## config.mk

```make
export PLATFORM = sky130hd
export DESIGN_NAME = auto_arm_record_sequencer
export DESIGN_NICKNAME = d
export VERILOG_FILES = /design/src/rtl/auto_arm_pkg.sv /design/src/rtl/auto_arm_record_sequencer.sv
export SDC_FILE = /design/constraint.sdc
export NUM_CORES = 1
export LEC_CHECK = 0
export BUFFER_PORTS_ARGS = -buffer_cell sky130_fd_sc_hd__buf_2
export CORE_MARGIN = 10
export CORE_UTILIZATION = 50
export CTS_BUF_LIST = sky130_fd_sc_hd__clkbuf_8
export CTS_CLUSTER_SIZE = 16
export DETAILED_ROUTE_END_ITERATION = 8
export PLACE_DENSITY_LB_ADDON = 0.15
export SYNTH_ARGS = -nofsm -noshare
export SYNTH_HDL_FRONTEND = slang
export SYNTH_SLANG_ARGS = --single-unit
```

## constraint.sdc

```tcl
create_clock -name core_clk -period 3.35 [get_ports core_clk]
set_input_delay 0.335 -clock core_clk [delete_from_list [all_inputs] [get_ports core_clk]]
set_output_delay 0.335 -clock core_clk [all_outputs]
set_load 0.1 [all_outputs]
```

## src/rtl/auto_arm_pkg.sv

```systemverilog
// Constants, types and register map of the auto-arm recording sequencer.
// Assumes one 10 MHz core clock and a same-clock acquisition engine.
// Behaviour
// - Auto mode re-arms after each completed recording
// - Count completed recordings; report level and count
// - Level shows asterisk, then zero, each cycle
// - Hung condition halts, reports level, freezes count
// - Hung condition clearing resumes without resetting count
// - Missing external clock halts; resumes on return
// - Nonzero pass limit stops when count reaches it
// - Completion shows ready and holds count
// - Arm command clears count and restarts
// - Stop on first recording differing from reference
// - Stop on first recording matching reference
// - Setup writes accepted during running, no abort
package auto_arm_pkg;

	////////////////////////////////////////////////////////////////////////
	// Register byte offsets
	localparam logic [4:0] OFS_CTRL = 5'h00;
	localparam logic [4:0] OFS_CMD = 5'h04;
	localparam logic [4:0] OFS_LIMIT = 5'h08;
	localparam logic [4:0] OFS_COUNT = 5'h0C;
	localparam logic [4:0] OFS_STATUS = 5'h10;
	localparam logic [4:0] OFS_IRQ_STAT = 5'h14;
	localparam logic [4:0] OFS_IRQ_MASK = 5'h18;

	// Field positions
	localparam int CMD_ARM_BIT = 0;
	localparam int CMD_HALT_BIT = 1;
	localparam int STAT_STAR_BIT = 4;
	localparam int STAT_CODE_LSB = 5;
	localparam int IRQ_W = 4;
	localparam int IRQ_READY_BIT = 0;
	localparam int IRQ_HUNG_BIT = 1;
	localparam int IRQ_CLK_BIT = 2;
	localparam int IRQ_CMP_BIT = 3;

	// Reset values
	localparam logic [3:0] CTRL_RESET = 4'h1;
	localparam logic [IRQ_W-1:0] IRQ_MASK_RESET = 4'h0;

	// Sample clock loss detection
	localparam int CORE_CLK_HZ = 10_000_000;
	localparam int CLK_LOSS_TIME_NS = 10_000;
	localparam int CLK_LOSS_CYC = CLK_LOSS_TIME_NS / (1_000_000_000 / CORE_CLK_HZ);

	// Stop-on-compare modes
	typedef enum logic [1:0] {
		STOP_NONE = 2'b00,
		STOP_DIFFER = 2'b01,
		STOP_EQUAL = 2'b10
	} stop_mode_e;

	// Sequencer states; code doubles as the reported trace status
	typedef enum logic [2:0] {
		S_IDLE = 3'b000,
		S_RUN = 3'b001,
		S_HUNG = 3'b010,
		S_NOCLK = 3'b011,
		S_READY = 3'b100
	} seq_state_e;

	typedef struct packed {
		logic clkInternal;
		stop_mode_e stopMode;
		logic autoMode;
	} ctrl_s;

	typedef struct packed {
		logic recDone;
		logic cmpDiffer;
		logic condHung;
		logic [3:0] level;
	} acq_s;

endpackage : auto_arm_pkg

```

## src/rtl/auto_arm_record_sequencer.sv

```systemverilog
// Auto-arm recording sequencer with an Avalon-MM register slave.
// Assumes the acquisition engine runs on core_clk; the sample clock pin does not.
//
// Added by the designer: the Avalon-MM slave port and the register offsets.
module auto_arm_record_sequencer import auto_arm_pkg::*; #(
	parameter int COUNT_W = 16
) (
	// Clock and reset
	input wire logic core_clk,
	input wire logic rst,
	// Avalon-MM slave
	input wire logic [4:0] address,
	input wire logic read,
	input wire logic write,
	input wire logic [3:0] byteenable,
	input wire logic [31:0] writedata,
	output logic [31:0] readdata,
	output logic waitrequest,
	// Acquisition engine
	input wire acq_s acq,
	input wire logic sampleClkPin,
	output logic armStart,
	output logic captureEn,
	// Interrupt
	output logic irq
);

	if (COUNT_W < 4 || COUNT_W > 16) begin : g_chk
		$error("COUNT_W must lie in 4..16");
	end

	////////////////////////////////////////////////////////////////////////
	// Bus slave: one wait state on every access
	logic wait_q;
	logic [31:0] rdData_q;
	ctrl_s ctrl_q;
	logic [COUNT_W-1:0] limit_q;
	logic [COUNT_W-1:0] count_q;
	logic [COUNT_W-1:0] count_d;
	logic [IRQ_W-1:0] irqStat_q;
	logic [IRQ_W-1:0] irqMask_q;
	logic [3:0] level_q;
	logic star_q;
	seq_state_e state_q;
	seq_state_e state_d;

	wire busReq = read | write;
	wire accept = busReq & ~wait_q;
	wire wrAcc = accept & write;
	wire rdAcc = accept & read;
	wire [31:0] laneMask = {{8{byteenable[3]}}, {8{byteenable[2]}}, {8{byteenable[1]}}, {8{byteenable[0]}}};
	wire [31:0] ctrlMerged = ({28'h0000000, ctrl_q} & ~laneMask) | (writedata & laneMask);
	wire [31:0] limitMerged = ({{(32-COUNT_W){1'b0}}, limit_q} & ~laneMask) | (writedata & laneMask);
	wire [31:0] maskMerged = ({28'h0000000, irqMask_q} & ~laneMask) | (writedata & laneMask);
	wire wrCtrl = wrAcc & (address == OFS_CTRL);
	wire wrLimit = wrAcc & (address == OFS_LIMIT);
	wire wrMask = wrAcc & (address == OFS_IRQ_MASK);
	wire wrCmd = wrAcc & (address == OFS_CMD) & byteenable[0];
	wire armCmd = wrCmd & writedata[CMD_ARM_BIT];
	wire haltCmd = wrCmd & writedata[CMD_HALT_BIT] & ~writedata[CMD_ARM_BIT];
	wire rdIrqStat = rdAcc & (address == OFS_IRQ_STAT);
	wire [7:0] statusWord = {state_q, star_q, level_q};

	wire [31:0] rdMux =
		(address == OFS_CTRL) ? {28'h0000000, ctrl_q} :
		(address == OFS_LIMIT) ? {{(32-COUNT_W){1'b0}}, limit_q} :
		(address == OFS_COUNT) ? {{(32-COUNT_W){1'b0}}, count_q} :
		(address == OFS_STATUS) ? {24'h000000, statusWord} :
		(address == OFS_IRQ_STAT) ? {28'h0000000, irqStat_q} :
		(address == OFS_IRQ_MASK) ? {28'h0000000, irqMask_q} : 32'h00000000;

	always_ff @(posedge core_clk or posedge rst) begin
		if (rst) begin
			wait_q <= 1'b1;
			rdData_q <= 32'h00000000;
		end else begin
			wait_q <= ~(busReq & wait_q);
			if (busReq & wait_q) rdData_q <= rdMux;
		end
	end

	// Setup writes never touch the sequencer state
	always_ff @(posedge core_clk or posedge rst) begin
		if (rst) begin
			ctrl_q <= ctrl_s'(CTRL_RESET);
			limit_q <= '0;
			irqMask_q <= IRQ_MASK_RESET;
		end else begin
			if (wrCtrl) ctrl_q <= ctrl_s'(ctrlMerged[3:0]);
			if (wrLimit) limit_q <= limitMerged[COUNT_W-1:0];
			if (wrMask) irqMask_q <= maskMerged[IRQ_W-1:0];
		end
	end

	////////////////////////////////////////////////////////////////////////
	// Sample clock presence: two-flop synchroniser, then edge detect
	localparam int LOSS_W = $clog2(CLK_LOSS_CYC + 1);
	logic clkMeta_q;
	logic clkSync_q;
	logic clkPrev_q;
	logic [LOSS_W-1:0] lossCnt_q;
	wire clkEdge = clkSync_q ^ clkPrev_q;
	wire lossFull = (lossCnt_q == LOSS_W'(CLK_LOSS_CYC));
	wire clkLost = lossFull & ~ctrl_q.clkInternal;

	always_ff @(posedge core_clk or posedge rst) begin
		if (rst) begin
			clkMeta_q <= 1'b0;
			clkSync_q <= 1'b0;
			clkPrev_q <= 1'b0;
			lossCnt_q <= '0;
		end else begin
			clkMeta_q <= sampleClkPin;
			clkSync_q <= clkMeta_q;
			clkPrev_q <= clkSync_q;
			if (clkEdge) lossCnt_q <= '0;
			else if (!lossFull) lossCnt_q <= lossCnt_q + 1'b1;
		end
	end

	////////////////////////////////////////////////////////////////////////
	// Sequencer
	// Compare result is only looked at on recDone, after the record is whole
	wire [COUNT_W-1:0] countInc = count_q + 1'b1;
	wire inRun = (state_q == S_RUN) & ~star_q;
	wire doneNow = inRun & acq.recDone & ~clkLost & ~acq.condHung;
	wire limitHit = (limit_q != '0) & (countInc == limit_q);
	wire differStop = (ctrl_q.stopMode == STOP_DIFFER) & acq.cmpDiffer;
	wire equalStop = (ctrl_q.stopMode == STOP_EQUAL) & ~acq.cmpDiffer;
	wire seqStop = limitHit | differStop | equalStop | ~ctrl_q.autoMode;
	wire contRearm = doneNow & ~seqStop & ~armCmd & ~haltCmd;
	wire resumeHung = (state_q == S_HUNG) & ~acq.condHung;
	wire resumeClk = (state_q == S_NOCLK) & ~clkLost;

	always_comb begin
		state_d = state_q;
		count_d = count_q;
		if (armCmd) begin
			state_d = S_RUN;
			count_d = '0;
		end else if (haltCmd) begin
			state_d = S_READY;
			// A recording that ends with the halt still counts
			if (doneNow) count_d = countInc;
		end else begin
			case (state_q)
				S_IDLE: state_d = S_IDLE;
				S_RUN: begin
					if (clkLost) state_d = S_NOCLK;
					else if (acq.condHung) state_d = S_HUNG;
					else if (doneNow) begin
						count_d = countInc;
						state_d = seqStop ? S_READY : S_RUN;
					end
				end
				S_HUNG: if (resumeHung) state_d = S_RUN;
				S_NOCLK: if (resumeClk) state_d = S_RUN;
				S_READY: state_d = S_READY;
				default: state_d = S_IDLE;
			endcase
		end
	end

	always_ff @(posedge core_clk or posedge rst) begin
		if (rst) begin
			state_q <= S_IDLE;
			count_q <= '0;
			star_q <= 1'b0;
			level_q <= 4'h0;
			armStart <= 1'b0;
			captureEn <= 1'b0;
		end else begin
			state_q <= state_d;
			count_q <= count_d;
			// Asterisk for one cycle between recordings, then level zero
			star_q <= contRearm;
			armStart <= armCmd | (star_q & (state_q == S_RUN)) | resumeClk;
			// Memory holds the last recording once stopped
			captureEn <= (state_d == S_RUN) & ~contRearm;
			if (contRearm | armCmd) level_q <= 4'h0;
			else if (state_q == S_RUN) level_q <= acq.level;
		end
	end

	////////////////////////////////////////////////////////////////////////
	// Interrupts: a read clears only the bits it returned; set wins
	wire [IRQ_W-1:0] irqEvt;
	assign irqEvt[IRQ_READY_BIT] = (state_d == S_READY) & (state_q != S_READY);
	assign irqEvt[IRQ_HUNG_BIT] = (state_d == S_HUNG) & (state_q != S_HUNG);
	assign irqEvt[IRQ_CLK_BIT] = (state_d == S_NOCLK) & (state_q != S_NOCLK);
	assign irqEvt[IRQ_CMP_BIT] = doneNow & (differStop | equalStop);
	// Bits set after the read data were latched must survive the clear
	wire [IRQ_W-1:0] irqRdClr = rdIrqStat ? rdData_q[IRQ_W-1:0] : '0;
	wire [IRQ_W-1:0] irqStat_d = (irqStat_q & ~irqRdClr) | irqEvt;

	always_ff @(posedge core_clk or posedge rst) begin
		if (rst) begin
			irqStat_q <= '0;
			irq <= 1'b0;
		end else begin
			irqStat_q <= irqStat_d;
			irq <= |(irqStat_d & irqMask_q);
		end
	end

	assign readdata = rdData_q;
	assign waitrequest = wait_q;

	////////////////////////////////////////////////////////////////////////
	// Checks
	a_rearm_forever: assert property (@(posedge core_clk) disable iff (rst)
		contRearm |=> star_q ##1 armStart)
		else $error("auto re-arm did not restart a recording");
	a_count_step_done: assert property (@(posedge core_clk) disable iff (rst)
		doneNow && !armCmd && !haltCmd |=> count_q == $past(countInc))
		else $error("completed recording not counted");
	a_star_level_zero: assert property (@(posedge core_clk) disable iff (rst)
		contRearm |=> star_q && level_q == 4'h0 ##1 !star_q)
		else $error("level did not show asterisk then zero");
	a_hung_count_freeze: assert property (@(posedge core_clk) disable iff (rst)
		state_q == S_HUNG && !armCmd |-> !captureEn ##1 count_q == $past(count_q))
		else $error("count moved while hung");
	a_hung_resume_count: assert property (@(posedge core_clk) disable iff (rst)
		resumeHung && !armCmd && !haltCmd |=> state_q == S_RUN && count_q == $past(count_q))
		else $error("hung resume lost the count");
	a_clock_loss_halt: assert property (@(posedge core_clk) disable iff (rst)
		state_q == S_RUN && clkLost && !armCmd && !haltCmd |=> state_q == S_NOCLK)
		else $error("missing clock did not halt");
	a_limit_stop: assert property (@(posedge core_clk) disable iff (rst)
		doneNow && limitHit && !armCmd |=> state_q == S_READY && count_q == $past(limit_q))
		else $error("pass limit not honoured");
	a_ready_hold: assert property (@(posedge core_clk) disable iff (rst)
		state_q == S_READY && !armCmd |=> state_q == S_READY && count_q == $past(count_q))
		else $error("ready state lost the count");
	a_arm_clears: assert property (@(posedge core_clk) disable iff (rst)
		armCmd |=> count_q == '0 && state_q == S_RUN && armStart)
		else $error("arm command did not restart");
	a_differ_stop: assert property (@(posedge core_clk) disable iff (rst)
		doneNow && ctrl_q.stopMode == STOP_DIFFER && acq.cmpDiffer && !armCmd |=> state_q == S_READY)
		else $error("differing recording did not stop");
	a_equal_stop: assert property (@(posedge core_clk) disable iff (rst)
		doneNow && ctrl_q.stopMode == STOP_EQUAL && !acq.cmpDiffer && !armCmd |=> state_q == S_READY)
		else $error("matching recording did not stop");
	a_setup_no_abort: assert property (@(posedge core_clk) disable iff (rst)
		state_q == S_RUN && (wrCtrl || wrLimit) && !clkLost && !acq.condHung && !doneNow
		|=> state_q == S_RUN)
		else $error("setup write aborted the sequence");
	a_memory_frozen: assert property (@(posedge core_clk) disable iff (rst)
		state_q == S_READY |-> !captureEn)
		else $error("capture enabled after stop");
	a_capture_gap: assert property (@(posedge core_clk) disable iff (rst)
		star_q |-> !captureEn)
		else $error("capture enabled between recordings");
	a_hung_level_hold: assert property (@(posedge core_clk) disable iff (rst)
		state_q == S_HUNG && !armCmd |=> level_q == $past(level_q))
		else $error("stuck level changed while hung");
	a_noclk_no_capture: assert property (@(posedge core_clk) disable iff (rst)
		state_q == S_NOCLK |-> !captureEn)
		else $error("capture enabled without sample clock");
	a_clock_resume: assert property (@(posedge core_clk) disable iff (rst)
		resumeClk && !armCmd && !haltCmd |=> state_q == S_RUN && armStart)
		else $error("returning clock did not resume recording");
	a_wait_answer: assert property (@(posedge core_clk) disable iff (rst)
		busReq && wait_q |=> !wait_q)
		else $error("bus access not answered after one wait state");
	a_wait_single: assert property (@(posedge core_clk) disable iff (rst)
		!wait_q |=> wait_q)
		else $error("waitrequest low for more than one cycle");
	a_irq_masked_off: assert property (@(posedge core_clk) disable iff (rst)
		irqMask_q == '0 |=> !irq)
		else $error("interrupt raised with all sources masked");

endmodule : auto_arm_record_sequencer

```

* Word-level counts from Yosys, hierarchy flattened
Cells that the tools add are included.
** Word-level totals
- Bits in registers :: 98
- Bits in latches :: 0
- Bits in writable memories :: 0
- Bits in read-only memories :: 0
- Input bits :: 53
- Logic and storage cells :: 143
- Memories kept :: 0
** Operators by class
- $add $sub $neg :: 2
- Multipliers :: 0
- Divide/modulo/power cells :: 0
- $lt $le $gt $ge :: 0
- Eq/ne operators :: 24
- Shift operators :: 0
- Muxes and demuxes :: 26
- Bitwise operators :: 66
- Reduce and logical (&&, ||, !) cells :: 6
** Operator list (number)
- 2-to-1 mux 16 bit :: 9
- AND 1 bit :: 32
- AND 16 bit :: 2
- 2-to-1 mux 3 bit :: 8
- 2-to-1 mux 4 bit :: 5
- adder 16 x 1 -> 16 bit (second input constant) :: 1
- AND 4 bit :: 4
- equality test 16 bit :: 1
- NOT 16 bit :: 1
- bitwise OR 16 bit :: 1
- nonzero test 16 bit :: 1
- equality test 5 bit (second input constant) :: 3
- 2-to-1 mux 7 bit :: 2
- NOT 1 bit :: 13
- equality test 3 x 2 -> 1 bit (second input constant) :: 4
- bitwise OR 4 bit :: 3
- one-hot mux 3 bit (4 select lines) :: 1
- equality test 5 x 4 -> 1 bit (second input constant) :: 2
- 2-to-1 mux 8 bit :: 1
- bitwise OR 1 bit :: 8
- adder 7 x 1 -> 7 bit (second input constant) :: 1
- equality test 7 bit (second input constant) :: 1
- equality test 3 x 1 -> 1 bit (second input constant) :: 2
- equality test 3 bit (second input constant) :: 2
- other kinds (14) :: 16

* Depth between registers and ports, before layout
- Depth after elaboration :: 18
- Gate-level depth with buffers :: 10
- Mapped depth without buffers :: 9

* Worst setup path before layout
No wires, ideal clock.
- Path type :: register to register
- From :: register wait_q (netlist: waitrequest)
- To :: register irqStat_q[1]
- Library setup time :: 0.124 ns
- Data arrival time :: 2.385 ns
- Required time :: 3.226 ns
- Path slack :: 0.841 ns
- Stages on the path, launching flop included :: 8
- Path buffers :: 0
- Clock period less this slack :: 2.509 ns
- Cells stage by stage :: dfstp_2 > nor2b_1 > and4_4 > and2_2 > or3_1 > or3_2 > o21ai_2 > o21bai_1
** On the way
- Cells in the longest elaborated chain, start to end :: 12
** RTL lines
- start, declared :: RTL line auto_arm_record_sequencer.sv:34 : logic wait_q;
- start signal, assigned :: RTL line auto_arm_record_sequencer.sv:77 : wait_q <= ~(busReq & wait_q);
- NOT 1 bit * :: RTL line auto_arm_record_sequencer.sv:48 : wire accept = busReq & ~wait_q;
- AND 1 bit * :: RTL line auto_arm_record_sequencer.sv:48
- AND 1 bit * :: RTL line auto_arm_record_sequencer.sv:49 : wire wrAcc = accept & write;
- AND 1 bit * (2 in series) :: RTL line auto_arm_record_sequencer.sv:58 : wire wrCmd = wrAcc & (address == OFS_CMD) & byteenable[0];
- AND 1 bit (2 in series) :: RTL line auto_arm_record_sequencer.sv:60 : wire haltCmd = wrCmd & writedata[CMD_HALT_BIT] & ~writedata[CMD_ARM_BIT];
- 2-to-1 mux 3 bit :: RTL line auto_arm_record_sequencer.sv:141 : end else if (haltCmd) begin
- 2-to-1 mux 3 bit * :: RTL line auto_arm_record_sequencer.sv:138 : if (armCmd) begin
- named net state_d[0] :: RTL line auto_arm_record_sequencer.sv:45 : seq_state_e state_d;
- equality test 3 x 2 -> 1 bit * :: RTL line auto_arm_record_sequencer.sv:189 : assign irqEvt[IRQ_HUNG_BIT] = (state_d == S_HUNG) & (state_q != S_HUNG);
- AND 1 bit * :: RTL line auto_arm_record_sequencer.sv:189
- bitwise OR 4 bit * :: RTL line auto_arm_record_sequencer.sv:194 : wire [IRQ_W-1:0] irqStat_d = (irqStat_q & ~irqRdClr) | irqEvt;
- named net irqStat_d[1] :: RTL line auto_arm_record_sequencer.sv:194
- end signal, assigned :: RTL line auto_arm_record_sequencer.sv:201 : irqStat_q <= irqStat_d;
- end, declared :: RTL line auto_arm_record_sequencer.sv:40 : logic [IRQ_W-1:0] irqStat_q;
The timed path passes the listed nets; every way through them passes the cells marked *.
A chain may end at the register's enable or synchronous reset.

* Final worst setup path
- From :: register lossCnt_q[3]
- To :: register irq
** On the way
- Cells in the longest elaborated chain, start to end :: 16
** RTL lines
- start, declared :: RTL line auto_arm_record_sequencer.sv:101 : logic [LOSS_W-1:0] lossCnt_q;
- start signal, assigned :: RTL line auto_arm_record_sequencer.sv:117 : else if (!lossFull) lossCnt_q <= lossCnt_q + 1'b1;
- equality test 7 bit * :: RTL line auto_arm_record_sequencer.sv:103 : wire lossFull = (lossCnt_q == LOSS_W'(CLK_LOSS_CYC));
- AND 1 bit * :: RTL line auto_arm_record_sequencer.sv:104 : wire clkLost = lossFull & ~ctrl_q.clkInternal;
- NOT 1 bit :: RTL line auto_arm_record_sequencer.sv:126, auto_arm_record_sequencer.sv:133
- AND 1 bit (2 in series) :: RTL line auto_arm_record_sequencer.sv:126 : wire doneNow = inRun & acq.recDone & ~clkLost & ~acq.condHung;
- 2-to-1 mux 3 bit :: RTL line auto_arm_record_sequencer.sv:151 : else if (doneNow) begin
- 2-to-1 mux 3 bit :: RTL line auto_arm_record_sequencer.sv:150 : else if (acq.condHung) state_d = S_HUNG;
- 2-to-1 mux 3 bit :: RTL line auto_arm_record_sequencer.sv:149 : if (clkLost) state_d = S_NOCLK;
- one-hot mux 3 bit (4 select lines) :: RTL line auto_arm_record_sequencer.sv:146 : case (state_q)
- 2-to-1 mux 3 bit :: RTL line auto_arm_record_sequencer.sv:141
- 2-to-1 mux 3 bit :: RTL line auto_arm_record_sequencer.sv:138
- equality test 3 bit (tied with other cells) :: RTL line auto_arm_record_sequencer.sv:188 : assign irqEvt[IRQ_READY_BIT] = (state_d == S_READY) & (state_q != S_READY);
- AND 1 bit (on tied branches) :: RTL line auto_arm_record_sequencer.sv:188, auto_arm_record_sequencer.sv:189, auto_arm_record_sequencer.sv:190
- bitwise OR 4 bit * :: RTL line auto_arm_record_sequencer.sv:194
- AND 4 bit * :: RTL line auto_arm_record_sequencer.sv:202 : irq <= |(irqStat_d & irqMask_q);
- OR reduction 4 bit * :: RTL line auto_arm_record_sequencer.sv:202
- end signal, assigned :: RTL line auto_arm_record_sequencer.sv:202
- end, declared :: RTL line auto_arm_record_sequencer.sv:25 : output logic irq
Mark *: on every way between the ends. The rest lies on a longest branch, timed or not.

==> impl_metrics.json <==
{
  "synth_area_um2": 4750,
  "cts-resized-gates": 0,
  "worstHoldPathType": "primary input to register",
  "pre_cts_ws_ns": 0.629,
  "drive_above_1_share": 0.249,
  "chipHeight_um": 117,
  "synth_top_area_share": 0.422,
  "boundaryPins": 89,
  "cts_buffers": 9,
  "clk_latency_ns": 0.36,
  "peakVddDrop_mv": 0.202,
  "h-tree-depth": 3,
  "setup_ws_ns": 0.539,
  "fp.dieArea_um2": 13800,
  "drt_pass1_iterations": 6,
  "synth_area_per_cell_um2": 10.1,
  "grt_pass1_vias": 3780,
  "p_leak_nw": 2.45,
  "grt_first_pass_wirelength_mm": 19.3,
  "diodes": 0,
  "path_max_fanout": 13,
  "critPathLaunchType": "register",
  "grt_max_degree": 34,
  "status": "finished clean",
  "hold_buffers": 1,
  "clock_path_buffers": 2,
  "synth-main-ff-cell": "dfrtp_1",
  "path_cells": "nor4bb_1 > nand3_2 > o2111ai_2 > inv_1 > a21oi_1 > o21ai_1 > and4_1 > a311o_1",
  "start_util": 0.514,
  "finClkSkew_ns": 0.00872,
  "first_iter_violations": 201,
  "grt_use_total": 0.167,
  "root_buffer": "clkbuf_8",
  "overflow": 0,
  "utilization": 0.567,
  "num_vias": 3699,
  "fin_setup_tns_ns": 0,
  "rsz0062_at_grt": "no",
  "dp_hpwl_mm": 8.99,
  "crit_path_top_delay_cell": "o2111ai_2",
  "fp.coreArea_um2": 9240,
  "drc": 0,
  "whs_ns": 0.0934,
  "cp-end-kind": "register",
  "fmax_mhz": 356,
  "cts_tree": "built",
  "tightest_slew_ns": 1.09,
  "grt_antenna_before_repair": 0,
  "crit_required_ns": 3.59,
  "rows": 35,
  "vias_per_cell": 5.67,
  "path_clk_slew_ns": 0.09,
  "synth_cells": 472,
  "nets": 574,
  "synth-async-reset-ratio": 1.00,
  "fin_crit_ns": 2.81,
  "cts_setup_buffers": 0,
  "r2r_end": "irq",
  "synth_top_area_cell": "dfrtp_1",
  "final_cell_mix": "dfrtp_1 (80), buf_2 (54), nand2_1 (47), nor2_1 (47), mux2_2 (24)",
  "final_common_cell": "dfrtp_1",
  "setup_viol": 0,
  "cpPeakStageDelay_ns": 0.64,
  "r2r_slack_ns": 0.54,
  "synth_edf_count": 0,
  "min_to": "clkMeta_q",
  "die-width_um": 117,
  "drv_slew": 0,
  "maxCapViolations": 0,
  "critical_path_arrival_ns": 3.05,
  "area_growth_pct": 10.3,
  "pwr_density_cell_nw_per_um2": 472,
  "r2r_cells": 8,
  "slew_headroom": 0.273,
  "place_congestion": 0.860,
  "synth_seq_cells": 82,
  "holdPathStages": 1,
  "min_from": "sampleClkPin",
  "synth_area_leaders": "dfrtp_1 (42%), mux2_2 (5.7%), nand2_1 (3.7%), nor2_1 (3.7%), mux2i_1 (3.6%)",
  "cts_sinks": 82,
  "critPathKind": "register to register",
  "antenna_left": 0,
  "period_share": 0.839,
  "place.port_buffers": 54,
  "yosysWarnings": 0,
  "r2r_start": "lossCnt_q[3]",
  "timing_hold_violations_final": 0,
  "ys_types": 81,
  "wl_per_cell_um": 18.0,
  "wirelength_mm": 11.7,
  "synth-seq-area-share": 0.433
}
per-stage QoR:
stage / cell area [µm²] / power (mW) / cells
floorplan: 4800 / 1.52 / 487
global placement: 4990 / 1.61 / 635
detailed placement: 4990 / 1.62 / 635
CTS: 5240 / 2.49 / 652
global route: 5240 / 2.58 / 652
finish: 5240 / 2.47 / 652
metal layers:
| layer | global-route usage | share of wire | vias up |
|---|---|---|---|
| li1 | - | - | 1751 |
| met2 | 0.291 | 0.51 | 115 |
| met5 | 0 | 0 | - |
| met3 | 0.0312 | 0.046 | 26 |
| met1 | 0.197 | 0.42 | 1807 |
| met4 | 0.0689 | 0.027 | 0 |
critical path: cells and delay by family, from the launching register on:
| family | cells | cell delay (ns) |
|---|---|---|
| buffers and inverters | 1 | 0.23 |
| AOI/OAI and AO/OA | 4 | 1.23 |
| and+or+nand+nor | 3 | 0.81 |
| DFF | 1 | 0.43 |
cell usage after synthesis (all sizes together) (6+ instances only):
library cell,instances
nand3,16
and2,6
xor2,16
mux2i,17
nand4,7
nor4,9
inv,7
o31ai,9
o21ai,27
a21oi,17
or3,6
xnor2,19
clkbuf,13
nor3,6
nor2,47
dfrtp,80
buf,28
mux2,24
nand2,47
worst max-delay path by stage:
stage                            start      endpoint  depth (start not counted)
after floorplan            waitrequest  irqStat_q[1]                          7
after global placement    lossCnt_q[3]           irq                          8
after detailed placement  lossCnt_q[3]           irq                          8
after CTS                 lossCnt_q[3]           irq                          8
after global routing      lossCnt_q[3]           irq                          8
final                     lossCnt_q[3]           irq                          8
kinds of logic after synthesis:
| group | synth area share |
|---|---|
| DFF | 0.433 |
| other | 0.000790 |
| adders and majority gates | 0.00791 |
| and+or+nand+nor | 0.199 |
| muxes | 0.0928 |
| AOI/OAI and AO/OA | 0.133 |
| buffers and inverters | 0.0685 |
| xor gates and xnor gates | 0.0646 |
area by class of cell:
class	instances	area [µm²]
flip-flops and latches	82	2050
clock buffers	9	124
repair buffers	61	325
well taps	129	161
clock inverters	7	118
inverters	7	27.5
fillers	852	4000
multi-input cells	357	2430
report_power, final:
part	switching (mW)	internal, mW
Sequential	0.0865	1.07
Clock	0.375	0.495
Combinational	0.306	0.142
No activity file was read; power rests on OpenSTA's default activity.
